**src/rtl/wakeup_timer_pkg.sv**
```systemverilog
// constants for the wake-up down timer: register map, fields, resets, timing
package wakeup_timer_pkg;

  // register byte offsets
  localparam logic [7:0] OFF_CONTROL = 8'h00;
  localparam logic [7:0] OFF_DIVIDER = 8'h04;
  localparam logic [7:0] OFF_RELOAD  = 8'h08;
  localparam logic [7:0] OFF_COUNTER = 8'h0c;
  localparam logic [7:0] OFF_STATUS  = 8'h10;
  localparam logic [7:0] OFF_MASK    = 8'h14;

  // control fields
  localparam int CTRL_START_BIT  = 1;
  localparam int CTRL_CLKSEL_BIT = 2;

  // status fields
  localparam int STAT_EOC_BIT       = 0;
  localparam int STAT_CTRL_BUSY_BIT = 1;
  localparam int STAT_DIV_BUSY_BIT  = 2;
  localparam int STAT_REL_BUSY_BIT  = 3;

  // mask fields
  localparam int MASK_IRQ_BIT  = 0;
  localparam int MASK_BUSY_BIT = 1;

  // reset values
  localparam logic [1:0]  CONTROL_RESET = 2'b00;
  localparam logic [7:0]  DIVIDER_RESET = 8'hff;
  localparam logic [15:0] RELOAD_RESET  = 16'hffff;
  localparam logic [15:0] COUNTER_RESET = 16'hffff;
  localparam logic [1:0]  MASK_RESET    = 2'b00;

  // full-word write strobe; anything else is a byte-wide access
  localparam logic [3:0] FULL_STROBE = 4'hf;

  // transfer delay into the counting core, in counting-clock cycles
  localparam logic [2:0] XFER_CYCLES_MAIN = 3'd3;
  localparam logic [2:0] XFER_CYCLES_RC   = 3'd6;

  // index of each register in the transfer tracker
  localparam int XFER_CTRL = 0;
  localparam int XFER_DIV  = 1;
  localparam int XFER_REL  = 2;
  localparam int XFER_NUM  = 3;

  typedef enum logic [1:0] {
    RUN_IDLE  = 2'b00,
    RUN_COUNT = 2'b01
  } run_state_t;

endpackage

```
**src/rtl/wakeup_down_timer.sv**
```systemverilog
// wake-up down timer: apb slave, transfer tracker, prescaler and 16-bit reloading counter
// How it works
// writing start loads the reload value and counts down at prescaled rate
// at zero the end-of-count flag sets and the counter reloads, continuing
// counter and prescaler run until start is cleared, which stops both
// restarting reloads counter and prescaler; counting never resumes mid-way
// a new divider value only takes effect at the next start
// control bit 2 picks the counting clock: 0 main clock, 1 rc oscillator
// control bit 1 is start: one loads and counts, zero holds stopped
// software keeps control bit 0 at zero when writing
// divider bits 7:0 divide the counting clock by value plus one, reset 0xff
// reload register, reset all ones, feeds every load of the counter
// counter register reads the live count, reset all ones
// start to end of count takes (divider+1)*(reload+1) counting periods
// status bit 3 reads one while a reload write is still in transfer
// busy bits read zero unless the mask register allows them
// software checks busy bits before writing a register
// software changes clock select only with start cleared
// writes reach the core after 6 rc cycles, or 3 on main clock
// software changes reload or divider only with start cleared
// byte-wide accesses are refused; only full words are accepted; the code refuses only byte-wide writes, reads ignore pstrb
// reserved bits ignore writes and read as zero
// each end of count pulses the wake-up event line 0
// end-of-count flag is set by hardware and cleared by writing zero
// mask bit 0 enables the end-of-count interrupt request
// mask bit 1 reveals the busy bits; resets to zero
// writes cross into the core through a tracker holding busy until done
//
// The APB register port was left to the implementer.
`timescale 1ns/1ps
module wakeup_down_timer (
  // clock and reset
  input  wire logic        pclk,
  input  wire logic        presetn,
  // apb slave
  input  wire logic        psel,
  input  wire logic        penable,
  input  wire logic        pwrite,
  input  wire logic [7:0]  paddr,
  input  wire logic [31:0] pwdata,
  input  wire logic [3:0]  pstrb,
  output logic      [31:0] prdata,
  output logic             pready,
  output logic             pslverr,
  // rc oscillator, asynchronous to pclk
  input  wire logic        rc_osc_clk,
  // events
  output logic             count_irq,
  output logic             wakeup_event
);

  // apb decode
  logic        access;
  logic        word_ok;
  logic        mapped;
  logic        wr_en;
  logic        rd_en;
  // one write strobe per writable register; the transfer tracker decodes its own
  logic        wr_ctrl;
  logic        wr_div;
  logic        wr_rel;
  logic        wr_stat;
  logic        wr_mask;

  // software-side registers
  logic [1:0]  control_r;
  logic [7:0]  divider_r;
  logic [15:0] reload_r;
  logic [1:0]  mask_r;
  logic        eoc_flag_r;

  // core-side copies
  logic [1:0]  control_k_r;
  logic [7:0]  divider_k_r;
  logic [15:0] reload_k_r;

  // counting core
  wakeup_timer_pkg::run_state_t state_r;
  logic [7:0]  presc_cnt_r;
  logic [7:0]  presc_val_r;
  logic [15:0] counter_r;
  logic        start_d_r;
  logic        eoc_pulse;
  logic        start_rise;
  logic        step;
  logic        presc_wrap;

  // rc synchroniser and tick
  logic        rc_meta_r;
  logic        rc_sync_r;
  logic        rc_prev_r;
  logic        tick;

  // transfer tracker
  logic [2:0]  xfer_cnt_r [wakeup_timer_pkg::XFER_NUM];
  logic [2:0]  busy;
  logic [31:0] rd_word;

  function automatic logic is_addr(input logic [7:0] a, input logic [7:0] off);
    is_addr = (a == off);
  endfunction

  assign access = psel & penable;
  assign mapped = is_addr(paddr, wakeup_timer_pkg::OFF_CONTROL) | is_addr(paddr, wakeup_timer_pkg::OFF_DIVIDER) |
                  is_addr(paddr, wakeup_timer_pkg::OFF_RELOAD) | is_addr(paddr, wakeup_timer_pkg::OFF_COUNTER) |
                  is_addr(paddr, wakeup_timer_pkg::OFF_STATUS) | is_addr(paddr, wakeup_timer_pkg::OFF_MASK);
  // full words only
  assign word_ok = ~pwrite | (pstrb == wakeup_timer_pkg::FULL_STROBE);
  assign wr_en   = access & pwrite & mapped & word_ok;
  assign rd_en   = access & ~pwrite & mapped;
  // zero wait states: every register answers in the access phase
  assign pready  = 1'b1;
  assign pslverr = access & ~(mapped & word_ok);

  // strobes inherit the full-word check, so a refused write stores nothing
  assign wr_ctrl = wr_en & is_addr(paddr, wakeup_timer_pkg::OFF_CONTROL);
  assign wr_div  = wr_en & is_addr(paddr, wakeup_timer_pkg::OFF_DIVIDER);
  assign wr_rel  = wr_en & is_addr(paddr, wakeup_timer_pkg::OFF_RELOAD);
  assign wr_stat = wr_en & is_addr(paddr, wakeup_timer_pkg::OFF_STATUS);
  assign wr_mask = wr_en & is_addr(paddr, wakeup_timer_pkg::OFF_MASK);

  // rc clock crosses two flops before anything reads it
  always_ff @(posedge pclk or negedge presetn)
  begin
    if (!presetn)
    begin
      rc_meta_r <= 1'b0;
      rc_sync_r <= 1'b0;
    end
    else
    begin
      rc_meta_r <= rc_osc_clk;
      rc_sync_r <= rc_meta_r;
    end
  end

  // history of the synchronised level; resets low like the idle rc pin, so no false tick
  // limitation: the rc clock must stay well below pclk/2 or ticks are lost
  always_ff @(posedge pclk or negedge presetn)
  begin
    if (!presetn)
      rc_prev_r <= 1'b0;
    else
      rc_prev_r <= rc_sync_r;
  end

  // counting clock select, rc edges as ticks of pclk
  assign tick = control_k_r[wakeup_timer_pkg::CTRL_CLKSEL_BIT - 1] ? (rc_sync_r & ~rc_prev_r) : 1'b1;

  // start and clock select stored, bit 0 and reserved bits dropped
  always_ff @(posedge pclk or negedge presetn)
  begin
    if (!presetn)
      control_r <= wakeup_timer_pkg::CONTROL_RESET;
    else if (wr_ctrl)
      control_r <= pwdata[wakeup_timer_pkg::CTRL_CLKSEL_BIT:wakeup_timer_pkg::CTRL_START_BIT];
  end

  // eight-bit divider
  always_ff @(posedge pclk or negedge presetn)
  begin
    if (!presetn)
      divider_r <= wakeup_timer_pkg::DIVIDER_RESET;
    else if (wr_div)
      divider_r <= pwdata[7:0];
  end

  // reload value
  always_ff @(posedge pclk or negedge presetn)
  begin
    if (!presetn)
      reload_r <= wakeup_timer_pkg::RELOAD_RESET;
    else if (wr_rel)
      reload_r <= pwdata[15:0];
  end

  // mask bits, both off after reset
  always_ff @(posedge pclk or negedge presetn)
  begin
    if (!presetn)
      mask_r <= wakeup_timer_pkg::MASK_RESET;
    else if (wr_mask)
      mask_r <= pwdata[wakeup_timer_pkg::MASK_BUSY_BIT:wakeup_timer_pkg::MASK_IRQ_BIT];
  end

  // each write arms a countdown of counting-clock ticks, then copies into the core
  // the delay follows the clock in use when the write lands; hence R16 asks for a stop first
  generate
    for (genvar i = 0; i < wakeup_timer_pkg::XFER_NUM; i++)
    begin : g_xfer
      logic [7:0] off_i;
      assign off_i = (i == wakeup_timer_pkg::XFER_CTRL) ? wakeup_timer_pkg::OFF_CONTROL :
                     (i == wakeup_timer_pkg::XFER_DIV)  ? wakeup_timer_pkg::OFF_DIVIDER :
                                                          wakeup_timer_pkg::OFF_RELOAD;
      always_ff @(posedge pclk or negedge presetn)
      begin
        if (!presetn)
          xfer_cnt_r[i] <= 3'd0;
        else if (wr_en && is_addr(paddr, off_i))
          xfer_cnt_r[i] <= control_k_r[1] ? wakeup_timer_pkg::XFER_CYCLES_RC : wakeup_timer_pkg::XFER_CYCLES_MAIN;
        else if (tick && xfer_cnt_r[i] != 3'd0)
          xfer_cnt_r[i] <= xfer_cnt_r[i] - 3'd1;
      end
      assign busy[i] = (xfer_cnt_r[i] != 3'd0);
    end
  endgenerate

  // control copy lands as its transfer ends
  always_ff @(posedge pclk or negedge presetn)
  begin
    if (!presetn)
      control_k_r <= wakeup_timer_pkg::CONTROL_RESET;
    else if (tick && xfer_cnt_r[wakeup_timer_pkg::XFER_CTRL] == 3'd1)
      control_k_r <= control_r;
  end

  // divider copy lands as its transfer ends
  always_ff @(posedge pclk or negedge presetn)
  begin
    if (!presetn)
      divider_k_r <= wakeup_timer_pkg::DIVIDER_RESET;
    else if (tick && xfer_cnt_r[wakeup_timer_pkg::XFER_DIV] == 3'd1)
      divider_k_r <= divider_r;
  end

  // reload copy lands as its transfer ends
  always_ff @(posedge pclk or negedge presetn)
  begin
    if (!presetn)
      reload_k_r <= wakeup_timer_pkg::RELOAD_RESET;
    else if (tick && xfer_cnt_r[wakeup_timer_pkg::XFER_REL] == 3'd1)
      reload_k_r <= reload_r;
  end

  // a start only counts when seen rising, so a held start never reloads mid-run
  assign start_rise = (state_r == wakeup_timer_pkg::RUN_IDLE) && control_k_r[0] && !start_d_r;
  assign step       = (state_r == wakeup_timer_pkg::RUN_COUNT) && control_k_r[0] && tick;
  assign presc_wrap = step && (presc_cnt_r == 8'd0);
  // zero then one more prescaled tick gives (divider+1)*(reload+1) periods
  assign eoc_pulse  = presc_wrap && (counter_r == 16'd0);

  // start edge history; resets to the stopped level so no false start follows reset
  always_ff @(posedge pclk or negedge presetn)
  begin
    if (!presetn)
      start_d_r <= 1'b0;
    else
      start_d_r <= control_k_r[0];
  end

  // state follows the start edge and the start level
  always_ff @(posedge pclk or negedge presetn)
  begin
    if (!presetn)
      state_r <= wakeup_timer_pkg::RUN_IDLE;
    else
    begin
      case (state_r)
        wakeup_timer_pkg::RUN_IDLE:
          if (start_rise)
            state_r <= wakeup_timer_pkg::RUN_COUNT;
        wakeup_timer_pkg::RUN_COUNT:
          if (!control_k_r[0])
            state_r <= wakeup_timer_pkg::RUN_IDLE;
        default:
          state_r <= wakeup_timer_pkg::RUN_IDLE;
      endcase
    end
  end

  // divider latched only at a start; R3 prescaler frozen while stopped
  always_ff @(posedge pclk or negedge presetn)
  begin
    if (!presetn)
    begin
      presc_val_r <= wakeup_timer_pkg::DIVIDER_RESET;
      presc_cnt_r <= wakeup_timer_pkg::DIVIDER_RESET;
    end
    else if (start_rise)
    begin
      presc_val_r <= divider_k_r;
      presc_cnt_r <= divider_k_r;
    end
    else if (presc_wrap)
      presc_cnt_r <= presc_val_r;
    else if (step)
      presc_cnt_r <= presc_cnt_r - 8'd1;
  end

  // start loads the reload value; R2 R10 automatic reload at zero
  // the reload copy is read live, so a reload write landing while counting is honoured at the next wrap
  always_ff @(posedge pclk or negedge presetn)
  begin
    if (!presetn)
      counter_r <= wakeup_timer_pkg::COUNTER_RESET;
    else if (start_rise)
      counter_r <= reload_k_r;
    else if (presc_wrap)
    begin
      if (counter_r == 16'd0)
        counter_r <= reload_k_r;
      else
        counter_r <= counter_r - 16'd1;
    end
  end

  // set wins over a clearing write of zero
  always_ff @(posedge pclk or negedge presetn)
  begin
    if (!presetn)
      eoc_flag_r <= 1'b0;
    else if (eoc_pulse)
      eoc_flag_r <= 1'b1;
    else if (wr_stat && !pwdata[wakeup_timer_pkg::STAT_EOC_BIT])
      eoc_flag_r <= 1'b0;
  end

  // one-cycle wake-up pulse per end of count, from a flop so it is glitch free
  always_ff @(posedge pclk or negedge presetn)
  begin
    if (!presetn)
      wakeup_event <= 1'b0;
    else
      wakeup_event <= eoc_pulse;
  end

  // interrupt request follows the pending flag, gated by mask bit 0
  always_ff @(posedge pclk or negedge presetn)
  begin
    if (!presetn)
      count_irq <= 1'b0;
    else
      count_irq <= (eoc_flag_r | eoc_pulse) & mask_r[wakeup_timer_pkg::MASK_IRQ_BIT];
  end

  // read mux; R20 upper bits zero
  always_comb
  begin
    rd_word = 32'h0000_0000;
    case (paddr)
      wakeup_timer_pkg::OFF_CONTROL: rd_word[wakeup_timer_pkg::CTRL_CLKSEL_BIT:wakeup_timer_pkg::CTRL_START_BIT] = control_r;
      wakeup_timer_pkg::OFF_DIVIDER: rd_word[7:0] = divider_r;
      wakeup_timer_pkg::OFF_RELOAD:  rd_word[15:0] = reload_r;
      // live count
      wakeup_timer_pkg::OFF_COUNTER: rd_word[15:0] = counter_r;
      wakeup_timer_pkg::OFF_STATUS:
      begin
        rd_word[wakeup_timer_pkg::STAT_EOC_BIT] = eoc_flag_r;
        // busy bits only when revealed
        if (mask_r[wakeup_timer_pkg::MASK_BUSY_BIT])
          rd_word[wakeup_timer_pkg::STAT_REL_BUSY_BIT:wakeup_timer_pkg::STAT_CTRL_BUSY_BIT] = busy;
      end
      wakeup_timer_pkg::OFF_MASK:    rd_word[1:0] = mask_r;
      default:                       rd_word = 32'h0000_0000;
    endcase
  end

  // read data captured in setup so it stands through the access phase
  always_ff @(posedge pclk or negedge presetn)
  begin
    if (!presetn)
      prdata <= 32'h0000_0000;
    else if (psel && !penable && !pwrite)
      prdata <= rd_word;
    else if (rd_en)
      prdata <= prdata;
    else
      prdata <= 32'h0000_0000;
  end

endmodule

```
**config.mk**
```make
export PLATFORM = sky130hd
export DESIGN_NAME = wakeup_down_timer
export DESIGN_NICKNAME = d
export VERILOG_FILES = /design/src/rtl/wakeup_timer_pkg.sv /design/src/rtl/wakeup_down_timer.sv
export SDC_FILE = /design/constraint.sdc
export NUM_CORES = 1
export LEC_CHECK = 0
export ABC_AREA = 1
export CORE_MARGIN = 2
export CORE_UTILIZATION = 40
export CTS_CLUSTER_DIAMETER = 200
export CTS_CLUSTER_SIZE = 40
export DETAILED_ROUTE_END_ITERATION = 6
export DONT_BUFFER_PORTS = 1
export GPL_TIMING_DRIVEN = 0
export RECOVER_POWER = 25
export SYNTH_ARGS = -nofsm -noshare
export SYNTH_HDL_FRONTEND = slang
export SYNTH_SLANG_ARGS = --single-unit
```
**constraint.sdc**
```tcl
create_clock -name pclk -period 1.9 [get_ports pclk]
set_clock_uncertainty 0.1 [all_clocks]
set_input_delay 0.095 -clock pclk [delete_from_list [all_inputs] [get_ports pclk]]
set_output_delay 0.095 -clock pclk [all_outputs]
set_load 0.05 [all_outputs]
```
==> run_results.csv, run 1 <==
group,metric,value,unit
cells_and_area,nFillCells,1532,
status,violations,"negative hold slack",
flow_run,cap_viol_max_count,0,
synth,yosys.cell_types.count,41,
die,start_util,40.7,%
critical_path,crit-reg2reg-launch,"presc_cnt_r[0]",
detailed_routing,via_per_inst,4.79,
clock_tree,cts_tree,"done",
status,status,"finished, violations left",
placement,place_congestion,0.896,
pwr,irDropWorstVdd,0.000819,V
die,die_area,17100,µm²
cells_and_area,drive_gt1_share,24.5,%
timing,slew_viol_final,0,
timing,finalSetupViolCount,0,
clock_tree,cts_buffers,17,
grt,grt_pass1_wl,25300,µm
detailed_routing,ant_nets,0,
timing,period_share,96.8,%
cells_and_area,utilization,49.3,%
detailed_routing,dr.first_iter.drc_count,295,
clock_tree,clkLatencyLatePin,0.43,ns
detailed_routing,routed_wl,15600,µm
timing,tns,0,ns
timing,max_freq,0.544,GHz
critical_path,worstPathArrival,2.09,ns
synth,synth_seq_cells,119,
grt,grt_pass1_vias,5044,
die,core,15800,µm²
detailed_routing,drcViolationCount,0,
synth,seq_area_frac_synth,47.9,%
synth,yosysWarnings,0,
detailed_routing,via_count,5221,
die,rows,46,
timing,tightest_slew,1.03,ns
synth,syn_area,6420,µm²
detailed_routing,drt_first_pass_iters,5,
grt,grt_antenna_before_repair,0,
critical_path,cp_max_fo,6,
synth,syn_avg_cell_area,8.08,µm²
critical_path,setup.worst_path.start_class,"register",
die,die-height,131,µm
timing,hold_viol,119,
detailed_routing,wl_per_cell,14.3,µm
pwr,power,7.28,mW
clock_tree,clock_path_buffers,2,
clock_tree,clockRootBuffer,"clkbuf_16",
synth,synth_cells,795,
clock_tree,cts.sinks,119,
critical_path,reg2reg_depth,9,
die,io_pins,86,
timing,fin_hold_ws,-0.746,ns
critical_path,crit_type,"reg -> reg",
timing,slew-limit-headroom,31.5,%
critical_path,cp.required,2.15,ns
critical_path,cp-end-kind,"register",
die,die_w,131,µm
critical_path,r2r_slack,0.06,ns
clock_tree,hold_buffers,22,
timing,finalWorstPathRequiredPeriod,1.84,ns
pwr,pwr_density_cell,937,nW/µm²
clock_tree,clkSlewWorstSetupHoldPaths,0.06,ns
placement,detailed_place_hpwl,11000,µm
clock_tree,h-tree-depth,4,
pwr,power_leakage,3.76,nW
cells_and_area,area_growth_syn_to_layout,21.1,%
grt,overflow,0,
cells_and_area,antennaDiodeCount,0,
hold_path,hold_path.class,"in -> async",
critical_path,rr_endpoint,"count_irq",
cells_and_area,nNetsFinal,922,
placement,io_buffers,0,
grt,grt_max_degree,120,
grt,track_usage,19.4,%
[routing by layer]
| layer | track usage, % | part of all wire, % |
|---|---|---|
| met4 | 9.32 | 3.1 |
| met3 | 4.32 | 4.8 |
| met5 | 0 | 0 |
| met2 | 29.6 | 45 |
| met1 | 26.4 | 47 |
[power by group]
group	leakage, nW	switching (mW)	total (mW)	internal, mW
logic	2.13	0.690	1.08	0.390
registers	1.33	0.0855	2.83	2.74
clock network	0.297	1.23	3.37	2.14
total	3.76	2.01	7.28	5.28
[synth_stat cells]
library cell,count,share of area [%]
nand4_4,1,0.33
o2111ai_1,1,0.14
xor2_1,10,1.4
inv_1,107,6.3
nand2_1,247,14
nand2_4,1,0.18
nor3_1,1,0.078
nor3_2,1,0.16
o21ai_2,18,2.5
a21oi_1,15,1.2
nor2_4,2,0.35
clkbuf_1,8,0.47
a31oi_1,2,0.19
buf_1,1,0.058
inv_2,4,0.23
nor2_2,1,0.097
nand3b_1,2,0.23
nor3_4,1,0.25
o21ai_1,7,0.55
xnor2_1,1,0.14
nand4_1,8,0.78
mux2_2,7,1.2
buf_6,5,0.88
dfrtp_1,39,15
nand2_2,6,0.58
or2_2,2,0.19
dfstp_2,80,33
buf_2,6,0.47
nor2_1,59,3.4
conb_1,2,0.12
nor2_8,2,0.62
clkinv_1,1,0.058
nand3_1,43,3.4
ha_1,12,2.3
buf_4,18,2.1
nand4_2,2,0.39
o22ai_1,9,0.88
o211ai_1,4,0.47
o221ai_1,4,0.55
nand3_4,1,0.27
o21ai_0,54,4.2
[state kept, by name (all words and copies together) (netlist names), 2 cells and up]
register	count
control_k_r	2
control_r	2
counter_r	16
divider_k_r	8
divider_r	8
mask_r	2
prdata	16
presc_cnt_r	8
presc_val_r	8
reload_k_r	16
reload_r	16
xfer_cnt_r	9
[critical path, cell delays in order, from the launching register on]
cell and delay, ns:
dfstp_2 0.37, inv_2 0.10, ha_2 0.21, nand4_1 0.14, nor2_2 0.20, nand2_4 0.12, buf_4 0.16, nor2_2 0.17
nor2_1 0.08, nor2_1 0.12
[layout by cell type, fill, tap and decap left out, types with 7 or more instances in the layout]
cell type	count
buf_6	7
buf_4	27
clkbuf_16	18
nand3_1	43
nand4_1	8
nand2_1	246
o21ai_1	9
conb_1	17
o21ai_2	18
ha_1	11
nor2_1	53
dlygate4sd3_1	22
o21ai_0	52
o22ai_1	9
dfstp_2	80
dfrtp_1	39
a21oi_1	15
xor2_1	10
mux2_2	7
inv_1	104
[per-stage QoR]
step / area (µm²) / setup slack [ns] / std cells
after floorplan: 6480 / 0.108 / 810
after global placement: 6750 / -0.384 / 1026
after detailed placement: 6750 / -0.362 / 1026
after CTS: 7640 / 0.00222 / 1081
after global routing: 7780 / -0.0533 / 1089
final: 7780 / 0.0605 / 1089
[cell type report]
type                            instances  area (µm²)  share of cell area, %
Buffer                                 38         290                   3.73
Clock buffer                           19         453                   5.82
Clock inverter                         13         170                   2.19
Inverter                              112         430                   5.53
Multi-Input combinational cell        541        2780                   35.7
Sequential cell                       119        3080                   39.6
Tap cell                              216         270                   3.48
Timing Repair Buffer                   31         305                   3.93
[kinds of logic (layout without fill, tap and decap cells)]
| kind of cell | Yosys count | in the layout | share of synthesized area [%] |
|---|---|---|---|
| and+or+nand+nor | 380 | 380 | 25.8 |
| buffers and inverters | 150 | 213 | 10.5 |
| DFF | 119 | 119 | 47.9 |
| AOI/OAI and AO/OA | 114 | 114 | 10.6 |
| adders and majority gates | 12 | 12 | 2.34 |
| xor gates and xnor gates | 11 | 11 | 1.50 |
| muxes | 7 | 7 | 1.23 |
| other | 2 | 17 | 0.117 |
[worst max-delay path by stage]
stage,start,endpoint,slack (ns),depth (start not counted)
after CTS,presc_cnt_r[0],presc_cnt_r[4],0.002,10
after detailed placement,presc_cnt_r[0],presc_cnt_r[4],-0.36,10
final,presc_cnt_r[0],count_irq,0.06,9
after global placement,presc_cnt_r[0],presc_cnt_r[4],-0.38,10
after global routing,presc_cnt_r[0],counter_r[10],-0.05,9
after floorplan,presc_cnt_r[0],presc_cnt_r[2],0.11,10
[what timing repair did]
action	CTS	global route
resized for setup	14	28
pin swaps	2	3
endpoints found under the setup margin	35	32
buffers inserted	1	7
cloned	0	1
endpoints found under the hold margin	167	119
(Power assumes the default switching activity.)
==> run 2, diff against run 1 <==
--- a/config.mk
+++ b/config.mk
@@ -7,13 +7,13 @@
 export LEC_CHECK = 0
 export ABC_AREA = 1
 export CORE_MARGIN = 2
-export CORE_UTILIZATION = 40
+export CORE_UTILIZATION = 58
 export CTS_CLUSTER_DIAMETER = 200
 export CTS_CLUSTER_SIZE = 40
 export DETAILED_ROUTE_END_ITERATION = 6
 export DONT_BUFFER_PORTS = 1
 export GPL_TIMING_DRIVEN = 0
-export RECOVER_POWER = 25
+export PLACE_DENSITY = 0.76
 export SYNTH_ARGS = -nofsm -noshare
 export SYNTH_HDL_FRONTEND = slang
 export SYNTH_SLANG_ARGS = --single-unit
==> run 2 against run 1 <==
The run ends with negative hold slack, negative setup slack left; non-clock buffer count is 25 higher; hold slack worse by 0.097 ns; critical path depth is 1 higher; first-iteration DRC count is 130% higher; clock power down 8.6%; die area down 30%; global-route usage increased by 12 points; via count is 12% higher; sequential share of layout area is 0.74 points lower; combinational power is 6% higher; setup slack worse by 0.11 ns; clock-buffer cell count rose by 5.
==> run_results.csv, run 2 (same netlist as run 1, synthesis figures left out) <==
group,metric,value,unit
detailed_routing,routed_wl,18100,µm
cells_and_area,regArea,3080,µm²
cells_and_area,nFillCells,721,
critical_path,cp-end-kind,"register",
detailed_routing,dr.first_iter.drc_count,667,
clock_tree,cts.sinks,119,
timing,tightest_slew,0.633,ns
flow_run,cap_viol_max_count,0,
clock_tree,clkSlewWorstSetupHoldPaths,0.06,ns
pwr,pwr_density_cell,892,nW/µm²
timing,grt_setup_unrepaired,"yes",
die,die_w,109,µm
timing,slew_viol_final,0,
cells_and_area,utilization,73.1,%
clock_tree,cts_tree,"done",
detailed_routing,via_count,5844,
detailed_routing,via_per_inst,5.63,
timing,fin_hold_ws,-0.843,ns
placement,place_ws,-0.366,ns
grt,grt_pass1_wl,28300,µm
critical_path,setup.worst_path.start_class,"primary input",
placement,place_congestion,0.905,
cells_and_area,layout.cells.non_filler,1038,
detailed_routing,drcViolationCount,0,
grt,overflow,0,
critical_path,crit_type,"in -> reg",
timing,worst_slack,-0.0541,ns
timing,period_share,103,%
detailed_routing,ant_nets,0,
die,die-height,109,µm
detailed_routing,drt_first_pass_iters,6,
critical_path,cp.required,2.20,ns
die,core,10800,µm²
timing,max_freq,0.512,GHz
cells_and_area,multiInputGateArea,2850,µm²
clock_tree,clockRootBuffer,"clkbuf_8",
clock_tree,clkLatencyLatePin,0.54,ns
critical_path,cp_max_fo,4,
detailed_routing,wl_per_cell,17.5,µm
clock_tree,clock_path_buffers,2,
status,violations,"negative hold slack, negative setup slack",
timing,slew-limit-headroom,57.8,%
pwr,power_leakage,3.87,nW
status,status,"finished, violations left",
pwr,irDropWorstVdd,0.000945,V
cells_and_area,mostFrequentLayoutCell,"nand2_1",
grt,track_usage,31.6,%
grt,grt_antenna_before_repair,0,
hold_path,hold_path.class,"in -> async",
placement,placed_area,6650,µm²
die,start_util,59.2,%
die,rows,38,
cells_and_area,area_growth_syn_to_layout,23.5,%
pwr,power,7.07,mW
die,io_pins,86,
cells_and_area,antennaDiodeCount,0,
timing,finalSetupViolCount,2,
clock_tree,h-tree-depth,4,
placement,placed_cells,950,
die,die_area,11900,µm²
grt,grt_pass1_vias,5679,
cells_and_area,nNetsFinal,947,
cells_and_area,finish.instance_area,7930,µm²
clock_tree,cts_buffers,17,
placement,io_buffers,0,
placement,detailed_place_hpwl,10800,µm
grt,grt_max_degree,120,
critical_path,worstPathArrival,2.26,ns
timing,hold_viol,120,
cells_and_area,drive_gt1_share,24.1,%
cells_and_area,final_cell_mix,"245 x nand2_1, 103 x inv_1, 80 x dfstp_2",
timing,finalWorstPathRequiredPeriod,1.95,ns
==> run 2: cell types whose count changed in the layout (fill, tap and decap cells not counted), sizes merged <==
cell / previous run / this run
buf: 37 / 38
inv: 114 / 111
bufinv: 3 / 2
clkbuf: 29 / 30
dlygate4sd3: 22 / 47
clkinvlp: 3 / 2
dlymetal6s4s: 0 / 3
==> run 2: per-layer routing <==
layer	track usage (%)	routed length (µm)
met5	0	0
met4	16.9	699
met3	10.1	1650
met2	49.3	8740
met1	39.3	7020
==> run 2: critical path, cell delays in order <==
cell and delay (ns):
nor2_4 0.11, nand2_2 0.08, nor2_4 0.15, inv_1 0.06, dlygate4sd3_1 0.57, nor2_2 0.12
dlygate4sd3_1 0.59, nand4_1 0.22, nand2_1 0.17, o21ai_0 0.09
==> run 2: path summary, 6_finish.rpt <==
path                                   start       endpoint  slack [ns]  cells after the start
worst min register to register     rc_meta_r      rc_sync_r        0.25                      0
worst min-delay path                 presetn      prdata[1]       -0.84                      0
max in group asynchronous            presetn  reload_k_r[9]        2.31                      0
worst max register to register  counter_r[6]      prdata[6]        0.05                      5
worst max-delay path                paddr[7]      mask_r[1]       -0.05                     10
min in group pclk                   paddr[2]      prdata[2]       -0.01                      5
==> run 2: per-stage QoR <==
stage / TNS, ns / hold slack, ns
after floorplan: 0 / -0.301
after global placement: -4.94 / -0.295
after detailed placement: -5.79 / -0.295
after CTS: -0.0186 / -0.861
after global routing: -0.226 / -0.851
final: -0.0718 / -0.843
==> run 2: what timing repair did <==
item | 4_1_cts | 5_1_grt
setup buffers | 1 | 7
setup endpoints to repair | 32 | 65
pin swaps | 1 | 6
hold endpoints to repair | 170 | 121
resized for setup | 13 | 42
hold buffers | 50 | 1
==> run 2: power breakdown <==
part | internal [mW] | total [mW] | switching (mW)
Sequential | 2.74 | 2.84 | 0.0940
Combinational | 0.403 | 1.15 | 0.750
Clock | 1.93 | 3.08 | 1.15
==> run 2: area by class of cell <==
| type | instances | area share (%) |
|---|---|---|
| Buffer | 36 | 3.41 |
| Clock inverter | 8 | 1.25 |
| Tap cell | 140 | 2.21 |
| Multi-Input combinational cell | 541 | 35.9 |
| Timing Repair Buffer | 58 | 7.17 |
| Sequential cell | 119 | 38.8 |
| Inverter | 112 | 5.40 |
| Clock buffer | 24 | 5.81 |
==> run 3, diff against run 2 <==
==> constraint.sdc (replaced) <==
create_clock -name pclk -period 1.9 [get_ports pclk]
set_clock_uncertainty 0.1 [all_clocks]
set_input_delay 0.38 -clock pclk [delete_from_list [all_inputs] [get_ports pclk]]
set_output_delay 0.38 -clock pclk [all_outputs]
set_load 0.05 [all_outputs]
==> run 3 against run 2 <==
The flow finishes with violations (negative hold slack); sequential power hardly changed; critical path type is now reg -> reg; largest power group unchanged; flip-flop and latch count stayed put; wire length is 14% lower; utilization is 2.7 points lower.
==> run_results.csv, run 3 (same netlist as run 1, synthesis figures left out) <==
group,metric,value,unit
die,start_util,59.2,%
grt,grt_max_degree,120,
pwr,p_switching,1.93,mW
detailed_routing,wl_met1,6790,µm
detailed_routing,ant_nets,0,
cells_and_area,final_cell_mix,"246 x nand2_1, 104 x inv_1, 80 x dfstp_2",
die,die_w,109,µm
clock_tree,clock_path_buffers,2,
cells_and_area,finish.instance_area,7640,µm²
critical_path,cpMaxStageDelayCell,"dfstp_2",
timing,period_share,97.5,%
critical_path,cp.required,2.25,ns
critical_path,r2r_slack,0.05,ns
grt,overflow,0,
cells_and_area,utilization,70.5,%
critical_path,cp_cell_sequence,"inv_2 > ha_4 > nand4_1 > nor2_2 > nand2_4 > nand2_4 > inv_2 > buf_4 > nor2_1 > o22ai_1",
timing,finalSetupViolCount,0,
pwr,power_leakage,3.75,nW
detailed_routing,met3_length,1090,µm
hold_path,hold_path.class,"in -> async",
pwr,irDropWorstVdd,0.000892,V
cells_and_area,nFillCells,803,
detailed_routing,dr.first_iter.drc_count,412,
die,die-height,109,µm
timing,slew-limit-headroom,62.9,%
placement,io_buffers,0,
clock_tree,cts.sinks,119,
cells_and_area,mostFrequentLayoutCell,"nand2_1",
die,die_area,11900,µm²
placement,placed_area,6660,µm²
die,core,10800,µm²
timing,fin_hold_ws,-0.535,ns
clock_tree,clkSlewWorstSetupHoldPaths,0.06,ns
critical_path,crit-reg2reg-launch,"presc_cnt_r[0]",
critical_path,cp_max_fo,10,
cells_and_area,drive_gt1_share,24.5,%
critical_path,rr_endpoint,"presc_cnt_r[4]",
detailed_routing,drcViolationCount,0,
flow_run,cap_viol_max_count,0,
placement,place_ws,-0.334,ns
pwr,power,7.36,mW
die,rows,38,
status,violations,"negative hold slack",
cells_and_area,area_growth_syn_to_layout,19.0,%
clock_tree,clkLatencyLatePin,0.54,ns
placement,place_congestion,0.901,
die,io_pins,86,
clock_tree,hold_buffers,18,
clock_tree,clockRootBuffer,"clkbuf_8",
detailed_routing,via_per_inst,5.42,
critical_path,crit_type,"reg -> reg",
cells_and_area,antennaDiodeCount,0,
detailed_routing,via_count,5478,
detailed_routing,drt_first_pass_iters,6,
timing,grt_setup_unrepaired,"yes",
timing,worst_slack,0.0468,ns
timing,hold_viol,119,
grt,grt_pass1_vias,5259,
placement,placed_cells,950,
timing,slew_viol_final,0,
critical_path,worstPathArrival,2.21,ns
timing,max_freq,0.540,GHz
detailed_routing,top_layer_used,"met4",
clock_tree,h-tree-depth,4,
critical_path,cpPeakStageDelay,0.38,ns
detailed_routing,routed_wl,15600,µm
critical_path,reg2reg_depth,10,
timing,tns,0,ns
grt,grt_antenna_before_repair,0,
grt,grt_pass1_wl,25300,µm
placement,detailed_place_hpwl,10700,µm
clock_tree,cts_buffers,17,
clock_tree,cts_tree,"done",
critical_path,setup.worst_path.start_class,"register",
pwr,internal_power,5.43,mW
pwr,pwr-share-clk,46.4,%
status,status,"finished, violations left",
pwr,seqPwrFrac,38.5,%
cells_and_area,nNetsFinal,919,
pwr,power_frac_comb,15.0,%
timing,finalWorstPathRequiredPeriod,1.85,ns
pwr,pwr_density_cell,964,nW/µm²
grt,track_usage,28.1,%
cells_and_area,layout.cells.non_filler,1010,
critical_path,cp-end-kind,"register",
detailed_routing,dr_wl_met2,7400,µm
detailed_routing,wl_per_cell,15.5,µm
timing,tightest_slew,0.554,ns
pwr,swShare,26.2,%
==> run 3: repair_timing <==
item / CTS / global route
resized for setup: 11 / 21
buffers inserted: 6 / 4
hold endpoints to repair: 152 / 119
pin swaps: 3 / 3
endpoints found under the setup margin: 30 / 36
==> run 3: cell type report <==
cell class              count  area (µm²)  share of cell area (%)
well taps                 140         175                    2.29
clock buffers              24         490                    6.42
multi-input cells         541        2800                    36.6
plain buffers              38         274                    3.59
flip-flops and latches    119        3080                    40.3
inverters                 112         425                    5.57
clock inverters             8         141                    1.85
repair buffers             28         255                    3.34
==> run 3: how the worst max path moves through the flow <==
| stage | from | endpoint | slack (ns) | depth (start not counted) |
|---|---|---|---|---|
| 6_report | presc_cnt_r[0] | presc_cnt_r[4] | 0.05 | 10 |
| 5_1_grt | rc_prev_r | presc_cnt_r[4] | -0.03 | 11 |
| 4_1_cts | counter_r[0] | counter_r[9] | 0.02 | 11 |
| 3_5_place_dp | presc_cnt_r[0] | presc_cnt_r[2] | -0.33 | 10 |
| 3_3_place_gp | presc_cnt_r[0] | presc_cnt_r[2] | -0.30 | 10 |
| 2_1_floorplan | paddr[7] | pslverr | 0.07 | 6 |
==> run 3: power groups by stage <==
| stage | clock network (mW) | logic, mW | registers, mW |
|---|---|---|---|
| 2_1_floorplan | 0 | 0.850 | 2.85 |
| 3_3_place_gp | 0 | 0.989 | 2.86 |
| 3_5_place_dp | 0 | 1.04 | 2.87 |
| 4_1_cts | 3.44 | 1.10 | 2.84 |
| 5_1_grt | 3.55 | 1.27 | 2.86 |
| 6_report | 3.42 | 1.11 | 2.84 |
==> run 3: critical path: cells and delay by family (launching register included) <==
| family | cells | cell delay (ns) |
|---|---|---|
| AOI/OAI and AO/OA | 1 | 0.09 |
| DFF | 1 | 0.38 |
| adders and majority gates | 1 | 0.16 |
| and+or+nand+nor | 5 | 0.67 |
| buffers and inverters | 3 | 0.37 |
==> run 3: per-layer routing <==
layer	vias up	track usage (%)
met2	226	44.4
met4	0	10.8
met1	2613	37.9
met3	31	6.34
li1	2608	-
met5	-	0
